$ cat src/design/dmau_pkg.sv
// Package for the data memory address unit: address map, window limits and modes.
// Assumes a 12-bit data address space split into sixteen 256-byte banks.
package dmau_pkg;

  // ----------------------------------------------------------------
  // Address space
  // ----------------------------------------------------------------
  localparam int ADDR_W = 12;
  localparam int BANK_W = 4;
  localparam int BANKS = 16;
  localparam int POINTERS = 3;

  // ----------------------------------------------------------------
  // Fast access window
  // ----------------------------------------------------------------
  localparam logic [7:0] WINDOW_LOW_LIMIT = 8'h60;
  localparam logic [3:0] WINDOW_LOW_BANK = 4'h0;
  localparam logic [3:0] WINDOW_HIGH_BANK = 4'hf;

  // ----------------------------------------------------------------
  // Special register offsets inside the high bank
  // ----------------------------------------------------------------
  // Each pointer owns an eight-address block: five ports, low byte, high byte
  localparam logic [7:0] PORT_REGION_BASE = 8'hd8;
  localparam logic [7:0] PORT_REGION_SIZE = 8'h18;
  localparam logic [2:0] PTR_LOW_SLOT = 3'h5;
  localparam logic [2:0] PTR_HIGH_SLOT = 3'h6;
  localparam logic [7:0] BANK_SELECT_OFFSET = 8'hf0;

  // ----------------------------------------------------------------
  // Reset values
  // ----------------------------------------------------------------
  localparam logic [3:0] BANK_SELECT_RESET = 4'h0;
  localparam logic [11:0] POINTER_RESET = 12'h000;

  // ----------------------------------------------------------------
  // Indirect access modes, equal to the slot inside a block
  // ----------------------------------------------------------------
  typedef enum logic [2:0] {
    DMAU_PLAIN = 3'h0,
    DMAU_POST_DEC = 3'h1,
    DMAU_POST_INC = 3'h2,
    DMAU_PRE_INC = 3'h3,
    DMAU_OFFSET = 3'h4
  } dmau_mode_e;

  // Offset of an address inside the port region
  function automatic logic [7:0] region_offset(input logic [11:0] addr);
    region_offset = addr[7:0] - PORT_REGION_BASE;
  endfunction : region_offset

  function automatic logic in_region(input logic [11:0] addr);
    in_region = (addr[11:8] == WINDOW_HIGH_BANK) && (addr[7:0] >= PORT_REGION_BASE)
      && (region_offset(addr) < PORT_REGION_SIZE);
  endfunction : in_region

  // True for any of the five indirect ports of any pointer
  function automatic logic port_hit(input logic [11:0] addr);
    port_hit = in_region(addr) && (region_offset(addr) <= {5'h0, 3'(DMAU_OFFSET)} + {region_offset(addr)
      & 8'hf8});
  endfunction : port_hit

endpackage : dmau_pkg

$ cat src/design/dmau_address_unit.sv
// Data memory address unit: forms the 12-bit operand address for each access.
// Assumes the instruction decoder presents one operand per op_valid cycle and
// the data RAM and flag logic sit outside, driven from the registered outputs.
`timescale 1ns/1ps
`default_nettype none

// Notes on behaviour
// - Window is high bank top plus bank zero bottom
// - Access bit picks window or selected bank
// - Window runs on from low part into high
// - Sixteen banks of at most 256 bytes
// - Bank nibble forms upper address; upper bits zero
// - Missing bank reads zero, drops writes, flags normal
// - File-to-file move uses its full 12-bit address
// - Three 12-bit pointers held as two bytes
// - Port access goes to the pointed location
// - Pointer at a port: read zero, write nothing
// - Five ports per pointer select the mode
// - Offset mode adds signed working register, unchanged
// - Pointer stepping never changes status flags
// - Stepping carries across all twelve bits
// - Written pointer byte beats the step
module dmau_address_unit
  import dmau_pkg::*;
#(
  // One bit per bank; a zero bit marks a bank with no RAM behind it
  parameter logic [BANKS-1:0] IMPLEMENTED_BANKS = 16'hffff
)(
  // Clock and reset
  input wire logic clk,
  input wire logic reset,
  // Operand request from the decoder
  input wire logic op_valid,
  input wire logic op_write,
  input wire logic op_move,
  input wire logic access_sel,
  input wire logic [7:0] file_field,
  input wire logic [11:0] move_address,
  input wire logic [7:0] working_register,
  input wire logic [7:0] write_data,
  // Bank literal load
  input wire logic bank_literal_load,
  input wire logic [7:0] bank_literal,
  // Memory request, one cycle after the operand
  output logic mem_valid,
  output logic [11:0] mem_address,
  output logic mem_read_en,
  output logic mem_write_en,
  // Read and flag handling
  output logic read_force_zero,
  output logic zero_flag_force,
  output logic status_hold,
  // Local register read-back
  output logic reg_read_hit,
  output logic [7:0] reg_read_data,
  // Visible state
  output logic [7:0] data_bank_select,
  output logic [11:0] indirect_pointer_0,
  output logic [11:0] indirect_pointer_1,
  output logic [11:0] indirect_pointer_2
);

  // ----------------------------------------------------------------
  // Direct operand address
  // ----------------------------------------------------------------
  logic [3:0] bank;
  wire [3:0] window_bank = (file_field < WINDOW_LOW_LIMIT) ? WINDOW_LOW_BANK : WINDOW_HIGH_BANK;
  wire [3:0] direct_bank = access_sel ? bank : window_bank;
  wire [11:0] direct_address = {direct_bank, file_field};
  wire [11:0] operand_address = op_move ? move_address : direct_address;

  // ----------------------------------------------------------------
  // Indirect decode
  // ----------------------------------------------------------------
  logic [11:0] pointers [POINTERS];
  wire [7:0] op_offset = region_offset(operand_address);
  wire op_port = port_hit(operand_address);
  wire [1:0] port_index = op_offset[4:3];
  wire [2:0] port_mode = op_offset[2:0];
  wire [11:0] selected_pointer = pointers[port_index];
  wire [11:0] signed_index = {{4{working_register[7]}}, working_register};

  logic [11:0] target;
  always_comb begin
    case (port_mode)
      DMAU_PRE_INC: target = selected_pointer + 12'h001;
      DMAU_OFFSET: target = selected_pointer + signed_index;
      default: target = selected_pointer;
    endcase
  end

  wire [11:0] final_address = op_port ? target : operand_address;
  wire self_port = op_port && port_hit(target);
  wire bank_present = IMPLEMENTED_BANKS[final_address[11:8]];

  // Local registers live in the high bank
  wire [7:0] final_offset = region_offset(final_address);
  wire hit_bank_select = (final_address == {WINDOW_HIGH_BANK, BANK_SELECT_OFFSET});
  wire hit_ptr_low = in_region(final_address) && (final_offset[2:0] == PTR_LOW_SLOT);
  wire hit_ptr_high = in_region(final_address) && (final_offset[2:0] == PTR_HIGH_SLOT);
  wire [1:0] hit_index = final_offset[4:3];

  // Writes through a pointer at a port do nothing; missing banks drop writes
  wire do_write = op_valid && op_write && !self_port && bank_present;
  wire do_read = op_valid && !op_write;

  // ----------------------------------------------------------------
  // Bank select register
  // ----------------------------------------------------------------
  logic [3:0] next_bank;
  assign next_bank = (do_write && hit_bank_select) ? write_data[3:0] :
    (bank_literal_load ? bank_literal[3:0] : bank);

  always_ff @(posedge clk or posedge reset) begin
    if (reset) begin
      bank <= BANK_SELECT_RESET;
    end else begin
      bank <= next_bank;
    end
  end

  // Upper nibble is not stored and always reads zero
  assign data_bank_select = {4'h0, bank};

  // ----------------------------------------------------------------
  // Pointers
  // ----------------------------------------------------------------
  // Stepping only touches the pointer; no status output depends on it
  genvar gi;
  generate
    for (gi = 0; gi < POINTERS; gi++) begin : g_ptr
      wire mine = op_valid && op_port && (port_index == 2'(gi));
      dmau_pointer u_pointer (
        .clk(clk),
        .reset(reset),
        .step_inc(mine && (port_mode == DMAU_POST_INC || port_mode == DMAU_PRE_INC)),
        .step_dec(mine && (port_mode == DMAU_POST_DEC)),
        .write_low(do_write && hit_ptr_low && (hit_index == 2'(gi))),
        .write_high(do_write && hit_ptr_high && (hit_index == 2'(gi))),
        .write_data(write_data),
        .pointer(pointers[gi])
      );
    end
  endgenerate

  assign indirect_pointer_0 = pointers[0];
  assign indirect_pointer_1 = pointers[1];
  assign indirect_pointer_2 = pointers[2];

  // ----------------------------------------------------------------
  // Read-back of local registers
  // ----------------------------------------------------------------
  wire [11:0] hit_pointer = pointers[hit_index];
  wire local_hit = hit_bank_select || hit_ptr_low || hit_ptr_high;
  wire [7:0] local_data = hit_bank_select ? data_bank_select :
    (hit_ptr_low ? hit_pointer[7:0] : (hit_ptr_high ? {4'h0, hit_pointer[11:8]} : 8'h00));

  // ----------------------------------------------------------------
  // Registered memory request
  // ----------------------------------------------------------------
  always_ff @(posedge clk or posedge reset) begin
    if (reset) begin
      mem_valid <= 1'b0;
      mem_address <= 12'h000;
      mem_read_en <= 1'b0;
      mem_write_en <= 1'b0;
      read_force_zero <= 1'b0;
      zero_flag_force <= 1'b0;
      status_hold <= 1'b0;
      reg_read_hit <= 1'b0;
      reg_read_data <= 8'h00;
    end else begin
      mem_valid <= op_valid;
      mem_address <= final_address;
      mem_read_en <= do_read && !self_port && bank_present;
      mem_write_en <= do_write && !local_hit;
      read_force_zero <= do_read && (self_port || !bank_present);
      zero_flag_force <= do_read && self_port;
      status_hold <= op_valid && op_write && self_port;
      reg_read_hit <= do_read && !self_port && local_hit;
      reg_read_data <= (do_read && !self_port && local_hit) ? local_data : 8'h00;
    end
  end

endmodule : dmau_address_unit

`default_nettype wire

$ cat src/design/dmau_pointer.sv
// One 12-bit indirect pointer with byte writes and automatic stepping.
// Assumes the address unit decides when to step and when a byte is written.
`timescale 1ns/1ps
`default_nettype none

module dmau_pointer
  import dmau_pkg::*;
(
  // Clock and reset
  input wire logic clk,
  input wire logic reset,
  // Control
  input wire logic step_inc,
  input wire logic step_dec,
  input wire logic write_low,
  input wire logic write_high,
  input wire logic [7:0] write_data,
  // State
  output logic [11:0] pointer
);

  logic [11:0] next_pointer;
  logic [11:0] stepped;
  wire any_write = write_low | write_high;

  // Full 12-bit arithmetic, so the low byte carries into the high byte
  assign stepped = step_inc ? pointer + 12'h001 : (step_dec ? pointer - 12'h001 : pointer);

  // A byte write wins over the step; the untouched byte keeps its old value
  assign next_pointer = any_write ?
    {(write_high ? write_data[3:0] : pointer[11:8]), (write_low ? write_data : pointer[7:0])} :
    stepped;

  always_ff @(posedge clk or posedge reset) begin
    if (reset) begin
      pointer <= POINTER_RESET;
    end else begin
      pointer <= next_pointer;
    end
  end

endmodule : dmau_pointer

`default_nettype wire

$ cat config.mk
export PLATFORM = sky130hd
export DESIGN_NAME = dmau_address_unit
export DESIGN_NICKNAME = d
export VERILOG_FILES = /design/src/design/dmau_pkg.sv /design/src/design/dmau_address_unit.sv /design/src/design/dmau_pointer.sv
export SDC_FILE = /design/constraint.sdc
export NUM_CORES = 1
export LEC_CHECK = 0
export BUFFER_PORTS_ARGS = -buffer_cell sky130_fd_sc_hd__buf_2
export CAP_MARGIN = 20
export CORE_AREA = 3 3 128 160
export CTS_CLUSTER_DIAMETER = 40
export CTS_CLUSTER_SIZE = 8
export DETAILED_ROUTE_END_ITERATION = 8
export DIE_AREA = 0 0 131 163
export MAX_ROUTING_LAYER = met4
export PLACE_DENSITY = 0.59
export SKIP_CTS_REPAIR_TIMING = 1
export SLEW_MARGIN = 20
export SYNTH_ARGS = -nofsm -noshare
export SYNTH_HDL_FRONTEND = slang
export SYNTH_SLANG_ARGS = --single-unit
$ cat constraint.sdc
create_clock -name clk -period 6.6 [get_ports clk]
set_input_delay 1.32 -clock clk [delete_from_list [all_inputs] [get_ports clk]]
set_output_delay 1.32 -clock clk [all_outputs]
set_load 0.02 [all_outputs]
After elaboration in Yosys (flattened, before gate mapping)
Memory sizes are Yosys's and may differ from the RTL's.
Index checks and enable logic that the tools add are counted.

storage, ports and cells
  bits of input ports = 51
  memories = 1
  memory bits (read-only) = 16
  word-level logic and storage cells = 161
  bits in registers = 67

cells by class
  add/subtract/negate cells = 13
  $lt $le $gt $ge = 12
  reductions and logical operators = 61
  bitwise operators = 5
  equal/unequal tests = 20
  mux-type cells = 33

memory list
  name             words  bits a word  rd ports  clocked after memory_dff  wr ports  line                     RTL
  (no name shown)  16     1            1         0                         0         dmau_address_unit.sv:94  wire bank_present = IMPLEMENTED_BANKS[final_address[11:8]];

operators with widths
  operator                 count
  $mux W12                 15
  $add A12 B1 Y12 const B  4
  $bmux W12 S2             2
  $mux W8                  6
  $logic_and A1 B1 Y1      41
  $sub A12 B1 Y12 const B  3
  $mux W4                  8
  $ge A8 B8 Y1 const B     3
  $lt A8 B5 Y1 const B     3
  $pmux W12 S2             1
  $sub A8 B8 Y8 const B    3
  $add A3 B8 Y8 const A    2
  $le A8 B8 Y1             2
  $add A12 B12 Y12         1
  $eq A12 B12 Y1 const B   1
  $eq A4 B4 Y1 const B     3
  $ne A2 B1 Y1 const B     6
  $reduce_and A2 Y1        6
  $eq A3 B3 Y1 const B     3
  $reduce_bool A3 Y1       3
  $lt A8 B7 Y1 const B     1
  $eq A3 B2 Y1 const B     2
  $ge A3 B3 Y1 const B     2
  $not A2 Y3               2
  10 further kinds         21

Logic depth before layout (Yosys ltp)
Gate-level depths: netlist of run 1.

  depth after elaboration = 24
  mapped depth = 30
  gate-level depth less buffers = 25

By module
A second synthesis of run 1 with hierarchy kept.

second synthesis, totals
  cell total of the unflattened synthesis = 791
  area total of the unflattened synthesis = 6578.8 µm²

modules (own cells, without submodules)
  module                                  cells an instance  area an instance (µm²)  sequential area each (µm²)  times used
  dmau_address_unit                       417                3375.7                  750.7                       1
  dmau_pointer at g_ptr[1].u_pointer ...  115                998.5                   300.3                       2
  dmau_pointer at g_ptr[0].u_pointer      144                1206.2                  300.3                       1

Worst setup path after synthesis of run 1
No wires, ideal clock.

  kind = input port to flip-flop
  start = input op_move
  end = register g_ptr[1].u_pointer.pointer[1]
  setup slack = -0.525 ns
  arrival = 7.000 ns
  path buffers = 6
  stages on the path = 29
  path through = buf_6 > buf_6 > buf_6 > mux2i_1 > ha_1 > clkbuf_1 > nand2b_1 > mux2i_1 > a21oi_1 > inv_1 > ha_1 > inv_1 > o21bai_1 > xor2_1 > o32ai_1 > o21ai_0 > o21ai_1 > inv_1 > ha_1 > inv_1 > o221a_1 > nor4_1 > o31ai_1 > nor4b_4 > and3_1 > buf_2 > o32a_1 > buf_4 > mux2_2

RTL lines
  element                                                              line                                                RTL
  start: declaration                                                   dmau_address_unit.sv:35                             input wire logic op_move,
  $mux W12 (*)                                                         dmau_address_unit.sv:70                             wire [11:0] operand_address = op_move ? move_address : direct_address;
  $sub A8 B8 Y8                                                        dmau_pkg.sv:49                                      region_offset = addr[7:0] - PORT_REGION_BASE;
  $not A2 Y3 (not written as such)                                     dmau_address_unit.sv:80                             wire [11:0] selected_pointer = pointers[port_index];
  $bmux W12 S2                                                         dmau_address_unit.sv:80
  $mux W12 (not written as such) (2 in series)                         dmau_address_unit.sv:80
  $add A12 B12 Y12 / $add A12 B1 Y12 (equally long branches)           dmau_address_unit.sv:87, dmau_address_unit.sv:86
  $pmux W12 S2                                                         dmau_address_unit.sv:85                             case (port_mode)
  $mux W12 (*)                                                         dmau_address_unit.sv:92                             wire [11:0] final_address = op_port ? target : operand_address;
  via final_address[3]                                                 dmau_address_unit.sv:92
  $sub A8 B8 Y8 / $ge A8 B8 Y1 (equally long branches)                 dmau_pkg.sv:49, dmau_pkg.sv:53
  $lt A8 B5 Y1 / $logic_and A1 B1 Y1 (equally long branches)           dmau_pkg.sv:54, dmau_pkg.sv:53
  $logic_and A1 B1 Y1                                                  dmau_pkg.sv:54                                      && (region_offset(addr) < PORT_REGION_SIZE);
  $logic_and A1 B1 Y1, on equally long branches                        dmau_address_unit.sv:99, dmau_address_unit.sv:100
  $logic_and A1 B1 Y1, on equally long branches (2 in series)          dmau_address_unit.sv:138, dmau_address_unit.sv:139
  $or A1 B1 Y1                                                         dmau_pointer.sv:24                                  wire any_write = write_low | write_high;
  $ne A2 B1 Y1 (no line) / $reduce_bool A3 Y1 (equally long branches)  --
  $reduce_and A2 Y1 (no line)                                          --
  end signal: assignment                                               dmau_pointer.sv:38                                  pointer <= next_pointer;
  end: declaration                                                     dmau_pointer.sv:19                                  output logic [11:0] pointer

The timed path passes the listed nets; every way through them passes the cells marked *. The select of a mux whose other input is x is not followed.
A chain may end at the register's enable or synchronous reset.

Final worst setup path of run 1
  start = input op_move
  end = register g_ptr[2].u_pointer.pointer[9]

RTL lines
  element                                                              line
  $mux W12 (*)                                                         dmau_address_unit.sv:70
  $sub A8 B8 Y8                                                        dmau_pkg.sv:49
  $not A2 Y3 (not written as such)                                     dmau_address_unit.sv:80
  $bmux W12 S2                                                         dmau_address_unit.sv:80
  $mux W12 (not written as such) (2 in series)                         dmau_address_unit.sv:80
  $add A12 B12 Y12 / $add A12 B1 Y12 (equally long branches)           dmau_address_unit.sv:87, dmau_address_unit.sv:86
  $pmux W12 S2                                                         dmau_address_unit.sv:85
  $mux W12 (*)                                                         dmau_address_unit.sv:92
  via final_address[3]                                                 dmau_address_unit.sv:92
  $sub A8 B8 Y8 / $ge A8 B8 Y1 (equally long branches)                 dmau_pkg.sv:49, dmau_pkg.sv:53
  $lt A8 B5 Y1 / $logic_and A1 B1 Y1 (equally long branches)           dmau_pkg.sv:54, dmau_pkg.sv:53
  $logic_and A1 B1 Y1                                                  dmau_pkg.sv:54
  $logic_and A1 B1 Y1, on equally long branches                        dmau_address_unit.sv:99, dmau_address_unit.sv:100
  $logic_and A1 B1 Y1, on equally long branches (2 in series)          dmau_address_unit.sv:138, dmau_address_unit.sv:139
  $or A1 B1 Y1                                                         dmau_pointer.sv:24
  $ne A2 B1 Y1 (no line) / $reduce_bool A3 Y1 (equally long branches)  --
  $reduce_and A2 Y1 (no line)                                          --
  end signal: assignment                                               dmau_pointer.sv:38
  end: declaration                                                     dmau_pointer.sv:19

Marks and branches as above.

==> results of run 1 <==
-- critical path, delay by kind of cell --
kind / cells / cell delay (ps)
xor+xnor: 1 / 300
mux: 2 / 670
fa+ha+maj: 3 / 800
compound gates: 8 / 1380
simple gates: 4 / 750
buf+inv: 10 / 1310
-- cells in the final DEF, fill, tap and decap left out, types with 13 or more instances in the layout --
| cell type | n |
|---|---|
| o21ai_0 | 36 |
| mux2i_1 | 26 |
| ha_1 | 46 |
| nor3_1 | 13 |
| nand2_1 | 56 |
| nand3_1 | 23 |
| and3_1 | 13 |
| a21o_1 | 17 |
| buf_2 | 113 |
| xnor2_1 | 22 |
| dfrtp_1 | 66 |
| buf_4 | 74 |
| inv_1 | 37 |
| nor2_1 | 54 |
| a21oi_1 | 51 |
| xor2_1 | 14 |
| mux2_2 | 47 |
| a31oi_1 | 16 |
-- cell type report --
| type | count | area share, % |
|---|---|---|
| Sequential cell | 66 | 19.3 |
| Clock inverter | 5 | 0.718 |
| Multi-Input combinational cell | 616 | 56.4 |
| Clock buffer | 11 | 2.96 |
| Tap cell | 261 | 3.82 |
| Timing Repair Buffer | 196 | 15.0 |
| Inverter | 41 | 1.85 |
-- power groups by stage --
stage | logic [mW] | registers [mW] | clock network (mW)
after CTS | 0.392 | 0.436 | 0.525
final | 0.411 | 0.436 | 0.513
after detailed placement | 0.390 | 0.443 | 0
after global placement | 0.388 | 0.443 | 0
after global routing | 0.452 | 0.437 | 0.541
after floorplan | 0.245 | 0.456 | 0
-- kinds of logic (layout without fill, tap and decap cells) --
group	Yosys count	count (layout)	share of synthesized area [%]
AO/OA/AOI/OAI	226	226	23.4
AND/OR/NAND/NOR	210	210	16.2
multiplexers	86	86	14.8
buffers and inverters	74	253	5.36
flip-flops	66	66	24.9
adder cells (fa/ha/maj)	53	53	10.4
XOR/XNOR	37	37	4.88
other	1	4	0.0565
-- through the flow --
step	cell area [sq um]	power [mW]	instances	setup TNS, ps
2_1_floorplan	6730	0.701	756	0
3_3_place_gp	7960	0.831	1163	-2470
3_5_place_dp	7960	0.833	1163	-4180
4_1_cts	8270	1.35	1179	0
5_1_grt	8540	1.43	1196	-96.0
6_report	8540	1.36	1196	0
-- worst min-delay path by stage --
stage                                               from                              to  slack [ps]  depth (start not counted)
final                     g_ptr[0].u_pointer.pointer[11]  g_ptr[0].u_pointer.pointer[11]         600                          2
after global routing      g_ptr[2].u_pointer.pointer[11]  g_ptr[2].u_pointer.pointer[11]         640                          1
after floorplan                                  bank[3]                reg_read_data[3]         640                          2
after detailed placement  g_ptr[0].u_pointer.pointer[11]  g_ptr[0].u_pointer.pointer[11]         590                          2
after global placement    g_ptr[0].u_pointer.pointer[11]  g_ptr[0].u_pointer.pointer[11]         580                          2
after CTS                 g_ptr[0].u_pointer.pointer[11]  g_ptr[0].u_pointer.pointer[11]         600                          2
-- routing by layer --
metal | global-route usage (%) | up-vias
li1 | - | 3152
met1 | 26.4 | 3054
met2 | 34.4 | 195
met3 | 3.64 | 40
met4 | 7.25 | 0
met5 | - | -
-- sequential cells by signal, indices dropped and copies added, names as in the netlist --
signal,flops
bank,4
g_ptr.u_pointer.pointer,36
mem_address,12
mem_read_en,1
mem_valid,1
mem_write_en,1
read_force_zero,1
reg_read_data,8
reg_read_hit,1
status_hold,1
==> results_dict.tcl, run 1 <==
set metrics [dict create \
    yosysTopAreaCell "dfrtp_1" \
    swShare_pct 33.2 \
    slew_viol_final 0 \
    startpoint_type "input port" \
    place_hpwl_um 17300 \
    antenna_found_initial 0 \
    r2r_start "g_ptr[0].u_pointer.pointer[0]" \
    die_w_um 131 \
    synth_top_area_share_pct 24.9 \
    synth_area_sq_um 6630 \
    cpPeakStageDelay_ps 370 \
    htreeDepth 3 \
    yosysMostFrequentCell "dfrtp_1" \
    p_seq_share_pct 32.0 \
    m1WireLength_um 9170 \
    cellInternalPower_uw 908 \
    endpoint "g_ptr[2].u_pointer.pointer[9]" \
    cp-startpoint "op_move" \
    crit_path_max_fanout 10 \
    start_util_pct 34.9 \
    highest_layer "met4" \
    drtIter0Drc 409 \
    clkSinkCount 66 \
    vias 6441 \
    dieArea_sq_um 21400 \
    ios 122 \
    status "completed" \
    ys_ff_latch 66 \
    grt_pass1_wl_um 33800 \
    power.switching_uw 451 \
    route.met3.wl_um 1250 \
    synthTopCellsByCount "dfrtp_1, nand2_1, nor2_1" \
    fin_hold_ws_ps 598 \
    synth_flop_cell "dfrtp_1" \
    final_antenna_net_count 0 \
    r2r_cells 23 \
    p_comb_share_pct 30.2 \
    powerDensity_nw_per_um2 159 \
    critPathCaptureType "flop" \
    wire_per_inst_um 18.2 \
    grt_use_total_pct 21.2 \
    vdd_drop_max_mv 0.141 \
    worst_ep_required_time_ps 6830 \
    drv_cap 0 \
    crit_slowest_cell "ha_1" \
    cts_made_buffers 9 \
    hold_violations 0 \
    grt_start_max_net_pins 67 \
    hp-class "flop to flop" \
    wirelength_um 21800 \
    fin_crit_ps 6330 \
    path_clk_slew_ps 60 \
    fill_cells 1884 \
    cpMostUsedCell "inv_1" \
    multi_input_area_sq_um 4820 \
    setup-violations-final 0 \
    drt_first_pass_iters 4 \
    setup_ws_ps 266 \
    tightest_slew_ps 910 \
    io_buffers 113 \
    synth_area_per_cell_sq_um 8.81 \
    finalCritPeriodShare_pct 96.0 \
    root_buffer "clkbuf_16" \
    synth_area_leaders "dfrtp_1, ha_1, mux2_2" \
    fin_skew_ps 7.93 \
    routabilityCongestion 0.927 \
    regArea_sq_um 1650 \
    viasPerCell 5.39 \
    tritoncts "yes" \
    clockPowerShare_pct 37.7 \
    r2r_slack_ps 1410 \
    netlist_instances 753 \
    post-place-ws_ps -224 \
    n_antenna_cell 0 \
    synth-edff-count 0 \
    final_nets 1034 \
    slew-limit-headroom_pct 39.3 \
    power_leakage_nw 4.13 \
    yosys_warnings 0 \
    route.detailed.drc 0 \
    ys_seq_area_share_pct 24.9 \
    fmax_mhz 158 \
    clock_path_buffers 2 \
    fp.dieH_um 163 \
    grt-ovfl-total 0 \
    r2r_end "g_ptr[2].u_pointer.pointer[9]" \
    path_class "input port to flop" \
    core_sq_um 19000 \
    drive_gt1_share_pct 32.8 \
    synth-async-reset-ratio_pct 100 \
    utilization_pct 45.0 \
    core.rowCount 56 \
    syn_to_final_growth_pct 28.8 \
    grt_pass1_vias 6260 \
    clock_latency_ps 350 \
    yosysUniqueCellTypes 80 \
    met2_length_um 10800 \
    critPathArrivalTime_ps 6560 \
]
No activity file was read; power rests on OpenSTA's default activity.
==> run 2: changes to the inputs <==
--- a/config.mk
+++ b/config.mk
@@ -7,15 +7,16 @@
 export LEC_CHECK = 0
 export BUFFER_PORTS_ARGS = -buffer_cell sky130_fd_sc_hd__buf_2
 export CAP_MARGIN = 20
-export CORE_AREA = 3 3 128 160
+export CORE_AREA = 3 3 127 160
 export CTS_CLUSTER_DIAMETER = 40
 export CTS_CLUSTER_SIZE = 8
 export DETAILED_ROUTE_END_ITERATION = 8
-export DIE_AREA = 0 0 131 163
+export DIE_AREA = 0 0 130 163
 export MAX_ROUTING_LAYER = met4
 export PLACE_DENSITY = 0.59
 export SKIP_CTS_REPAIR_TIMING = 1
 export SLEW_MARGIN = 20
 export SYNTH_ARGS = -nofsm -noshare
 export SYNTH_HDL_FRONTEND = slang
+export SYNTH_HIERARCHICAL = 1
 export SYNTH_SLANG_ARGS = --single-unit
==> results_dict.tcl, run 2 <==
set metrics [dict create \
    status "completed" \
    r2r_slack_ps 1470 \
    drv_cap 0 \
    synth-edff-count 0 \
    clkSinkCount 66 \
    post-place-ws_ps -78.8 \
    critPathArrivalTime_ps 6580 \
    p_seq_share_pct 32.9 \
    yosysUniqueCellTypes 87 \
    hp-class "flop to flop" \
    viasPerCell 5.55 \
    grt_start_max_net_pins 31 \
    min_to "reg_read_data[2]" \
    path_class "input port to flop" \
    synthTopCellsByCount "nand2_1, dfrtp_1, a21oi_1" \
    clockPowerShare_pct 36.4 \
    clock_latency_ps 340 \
    ios 122 \
    path_clk_slew_ps 60 \
    min_path_cells 2 \
    antenna_found_initial 0 \
    tritoncts "yes" \
    route.detailed.drc 0 \
    grt-ovfl-total 0 \
    core_sq_um 18800 \
    hold_start "bank[2]" \
    ys_ff_latch 66 \
    grt_pass1_wl_um 33700 \
    cellInternalPower_uw 901 \
    power_leakage_nw 3.90 \
    startpoint_type "input port" \
    final_nets 1052 \
    yosysTopAreaCell "dfrtp_1" \
    synth_top_area_share_pct 25.1 \
    fp.dieH_um 163 \
    fin_skew_ps 6.69 \
    crit_path_max_fanout 12 \
    synth-async-reset-ratio_pct 100 \
    wire_per_inst_um 18.2 \
    r2r_start "g_ptr[0].u_pointer/pointer[0]" \
    synth_area_sq_um 6580 \
    top_regs "g_ptr.u_pointer/pointer (36), mem_address (12), reg_read_data (8)" \
    synth_area_per_cell_sq_um 8.32 \
    grt_setup_unrepaired "no" \
    fin_crit_ps 6320 \
    netlist_instances 791 \
    synth_area_leaders "dfrtp_1, ha_1, a21oi_1" \
    grt_pass1_vias 6322 \
    drive_gt1_share_pct 27.8 \
    powerDensity_nw_per_um2 168 \
    yosys_warnings 6 \
    worst_ep_required_time_ps 6870 \
    core.rowCount 56 \
    critPathCaptureType "flop" \
    tns_ps 0 \
    final_antenna_net_count 0 \
    io_buffers 113 \
    syn_to_final_growth_pct 24.0 \
    cts_made_buffers 9 \
    grt_use_total_pct 21.0 \
    finalCritPeriodShare_pct 95.7 \
    setup-violations-final 0 \
    slew-limit-headroom_pct 54.9 \
    dieArea_sq_um 21200 \
    slew_viol_final 0 \
    r2r_cells 21 \
    final_common_cell "buf_2" \
    htreeDepth 3 \
    swShare_pct 34.0 \
    fmax_mhz 158 \
    final_area_sq_um 8160 \
    largest_register_ffs 36 \
    power.switching_uw 465 \
    r2r_end "g_ptr[1].u_pointer/pointer[4]" \
    clock_path_buffers 2 \
    power_mw 1.37 \
    tightest_slew_ps 670 \
    dp_cells 1168 \
    yosysMostFrequentCell "nand2_1" \
    place_area_sq_um 7860 \
    wirelength_um 21500 \
    drtIter0Drc 347 \
    hold_violations 0 \
    vdd_drop_max_mv 0.118 \
    finalNonFillerCells 1184 \
    p_comb_share_pct 30.7 \
    start_util_pct 34.9 \
    synth_flop_cell "dfrtp_1" \
    n_antenna_cell 0 \
    ys_seq_area_share_pct 25.1 \
    drt_first_pass_iters 5 \
    top_register "g_ptr.u_pointer/pointer" \
    setup_ws_ps 283 \
    vias 6570 \
    final_cell_mix "buf_2, nand2_1, buf_4, dfrtp_1, a21oi_1" \
    routabilityCongestion 0.928 \
    root_buffer "clkbuf_16" \
    die_w_um 130 \
    place_hpwl_um 17600 \
]
-- run 2: cell count changes after synthesis, sizes merged, moves of 13 or more --
cell    delta
inv       -17
clkbuf    +14
o21ai     +14
mux2      -43
nand2     +23
a211oi    +16
nor3      +13
-- run 2: metal layers --
| metal | track usage (%) | vias to the layer above | wire length (um) |
|---|---|---|---|
| met4 | 4.96 | 0 | 312 |
| li1 | - | 3233 | - |
| met5 | - | - | 0 |
| met2 | 36.5 | 212 | 11000 |
| met1 | 26.1 | 3102 | 9180 |
| met3 | 2.40 | 23 | 1060 |
-- run 2: cell type report --
class | count | area, sq um
fill | 1903 | 10700
tap | 232 | 290
clock inverter | 6 | 63.8
multi-input combinational | 659 | 4700
clock buffer | 10 | 239
inverter | 23 | 88.8
sequential | 66 | 1650
timing repair buffer | 188 | 1130
-- run 2: how the worst max path moves through the flow --
stage                                          end  startpoint  cells past startpoint  slack (ps)
finish               g_ptr[1].u_pointer/pointer[4]     op_move                     24         280
global route         g_ptr[0].u_pointer/pointer[5]     op_move                     24          40
CTS                  g_ptr[1].u_pointer/pointer[4]     op_move                     22         270
detailed placement   g_ptr[1].u_pointer/pointer[4]     op_move                     22         -80
global placement     g_ptr[0].u_pointer/pointer[5]     op_move                     22         -40
floorplan           g_ptr[1].u_pointer/pointer[11]     op_move                     30        -210
-- run 2: power groups by stage --
stage | logic, mW | clock network [mW] | registers [mW]
4_1_cts | 0.420 | 0.505 | 0.450
2_1_floorplan | 0.277 | 0 | 0.470
3_3_place_gp | 0.415 | 0 | 0.458
5_1_grt | 0.460 | 0.521 | 0.453
3_5_place_dp | 0.418 | 0 | 0.458
6_report | 0.419 | 0.497 | 0.450
-- run 2: through the flow --
step,hold slack (ps),utilization [%]
after floorplan,655,-
after global placement,644,41.7
after detailed placement,655,41.7
after CTS,664,43.3
after global routing,704,43.3
final,662,43.3
-- run 2: logic make-up after synthesis --
| family | count (synthesis) | synth area share [%] |
|---|---|---|
| fa+ha+maj | 54 | 10.7 |
| compound gates | 255 | 26.4 |
| flops | 66 | 25.1 |
| other cells | 1 | 0.0570 |
| mux | 43 | 7.19 |
| simple gates | 268 | 20.8 |
| buf+inv | 69 | 5.08 |
| xor+xnor | 35 | 4.66 |
-- run 2: worst max-delay path, cell delays in order --
cell,delay [ps]
buf_2,210
mux2i_4,290
ha_1,360
nand3_2,110
o21ai_2,80
ha_2,210
fa_2,360
a21o_1,210
a21oi_2,140
xnor2_1,190
o32ai_1,130
nor2_1,180
ha_1,260
nor2_1,90
o221ai_1,100
or4_1,530
or4_1,550
nand3_4,190
nor3_1,90
or3_1,390
buf_4,190
nor3_1,210
a21oi_1,60
o21ai_1,130
==> run 3: changes to the inputs <==
--- a/config.mk
+++ b/config.mk
@@ -9,11 +9,11 @@
 export CAP_MARGIN = 20
 export CORE_AREA = 3 3 127 160
 export CTS_CLUSTER_DIAMETER = 40
-export CTS_CLUSTER_SIZE = 8
 export DETAILED_ROUTE_END_ITERATION = 8
 export DIE_AREA = 0 0 130 163
 export MAX_ROUTING_LAYER = met4
 export PLACE_DENSITY = 0.59
+export SETUP_SLACK_MARGIN = 0.3
 export SKIP_CTS_REPAIR_TIMING = 1
 export SLEW_MARGIN = 20
 export SYNTH_ARGS = -nofsm -noshare
==> results_dict.tcl, run 3 (same netlist as run 2, synthesis figures left out) <==
set metrics [dict create \
    grt-ovfl-total 0 \
    crit_path_max_fanout 7 \
    tightest_slew_ps 651 \
    grt_pass1_vias 6424 \
    final_cell_mix "buf_2, nand2_1, buf_4, dfrtp_1, a21oi_1" \
    tns_ps 0 \
    clkSinkCount 66 \
    cts_made_buffers 9 \
    vdd_drop_max_mv 0.131 \
    min_path_cells 2 \
    hold_violations 0 \
    drive_gt1_share_pct 29.7 \
    wirelength_um 21700 \
    final_nets 1048 \
    dieArea_sq_um 21200 \
    p_comb_share_pct 30.7 \
    fin_skew_ps 6.76 \
    critPathCaptureType "flop" \
    antenna_found_initial 0 \
    die_w_um 130 \
    start_util_pct 34.9 \
    r2r_end "g_ptr[1].u_pointer/pointer[2]" \
    startpoint_type "input port" \
    r2r_start "g_ptr[0].u_pointer/pointer[0]" \
    routabilityCongestion 0.905 \
    grt_use_total_pct 20.8 \
    final_antenna_net_count 0 \
    io_buffers 113 \
    final_common_cell "buf_2" \
    hp-class "flop to flop" \
    ios 122 \
    p_seq_share_pct 32.5 \
    fill_cells 1911 \
    path_clk_slew_ps 60 \
    r2r_slack_ps 1650 \
    slew_viol_final 0 \
    hold_start "bank[1]" \
    cpMostUsedCell "nor2_1" \
    drv_cap 0 \
    route.detailed.drc 0 \
    fin_crit_ps 6090 \
    top_register "g_ptr.u_pointer/pointer" \
    syn_to_final_growth_pct 26.2 \
    htreeDepth 3 \
    path_class "input port to flop" \
    tritoncts "yes" \
    dp_cells 1164 \
    grt_setup_unrepaired "no" \
    core_sq_um 18800 \
    grt_start_max_net_pins 31 \
    core.rowCount 56 \
    grt_pass1_wl_um 33500 \
    clock_path_buffers 2 \
    powerDensity_nw_per_um2 167 \
    drtIter0Drc 385 \
    setup-violations-final 0 \
    fmax_mhz 164 \
    fp.dieH_um 163 \
    swShare_pct 33.3 \
    status "completed" \
    finalCritPeriodShare_pct 92.3 \
    vias 6612 \
    r2r_cells 21 \
    power_leakage_nw 3.95 \
    drt_first_pass_iters 5 \
    clock_latency_ps 340 \
    min_to "reg_read_data[1]" \
    cpPeakStageDelay_ps 530 \
    slew-limit-headroom_pct 56.3 \
    top_regs "g_ptr.u_pointer/pointer (36), mem_address (12), reg_read_data (8)" \
    root_buffer "clkbuf_16" \
    place_hpwl_um 17600 \
    clockPowerShare_pct 36.8 \
    n_antenna_cell 0 \
    largest_register_ffs 36 \
    critPathArrivalTime_ps 6360 \
    cellInternalPower_uw 925 \
    worst_ep_required_time_ps 6870 \
    wire_per_inst_um 18.4 \
    crit_slowest_cell "or4_1" \
    viasPerCell 5.60 \
    finalNonFillerCells 1180 \
    power.switching_uw 461 \
    fin_hold_ws_ps 648 \
]
run 3: power groups by stage:
stage / Clock, mW / Combinational [mW] / Sequential (mW)
floorplan: 0 / 0.278 / 0.470
global placement: 0 / 0.417 / 0.458
detailed placement: 0 / 0.420 / 0.457
CTS: 0.516 / 0.422 / 0.450
global route: 0.534 / 0.466 / 0.452
finish: 0.510 / 0.426 / 0.450
run 3: worst max path at each step:
stage | startpoint | to | slack (ps) | depth (start not counted)
global placement | op_move | g_ptr[2].u_pointer/pointer[4] | -2 | 23
detailed placement | op_move | g_ptr[2].u_pointer/pointer[4] | -30 | 21
floorplan | op_move | g_ptr[1].u_pointer/pointer[11] | -210 | 30
CTS | op_move | g_ptr[2].u_pointer/pointer[4] | 290 | 21
finish | op_move | g_ptr[1].u_pointer/pointer[2] | 510 | 25
global route | op_move | g_ptr[0].u_pointer/pointer[11] | 290 | 26
run 3: layer usage:
| metal | share of wire, % | wire length [um] | vias up | GRT usage [%] |
|---|---|---|---|---|
| met4 | 2.3 | 507 | 0 | 5.86 |
| met3 | 4.5 | 986 | 39 | 3.25 |
| met5 | 0 | 0 | - | - |
| met1 | 43 | 9270 | 3148 | 25.1 |
| met2 | 50 | 10900 | 198 | 36.0 |
| li1 | - | - | 3227 | - |
run 3: metrics by stage:
stage	util, %	area (sq um)	power (mW)	worst slack, ps
6_report	44.0	8300	1.39	509
4_1_cts	43.6	8220	1.39	295
2_1_floorplan	-	6830	0.748	-210
3_5_place_dp	42.0	7910	0.877	-34.0
5_1_grt	44.0	8300	1.45	291
3_3_place_gp	42.0	7910	0.874	-1.71
run 3: critical path: cells and delay by family:
family	cells	cell delay, ps
simple gates	8	2100
compound gates	7	890
fa+ha+maj	3	810
buf+inv	4	580
mux	2	490
xor+xnor	1	160
run 3: cell type report:
class,count,area [sq um],area share [%]
clock buffer,12,267,3.21
clock inverter,4,48.8,0.588
inverter,23,88.8,1.07
multi-input combinational,659,4820,58.1
sequential,66,1650,19.9
tap,232,290,3.50
timing repair buffer,184,1130,13.6
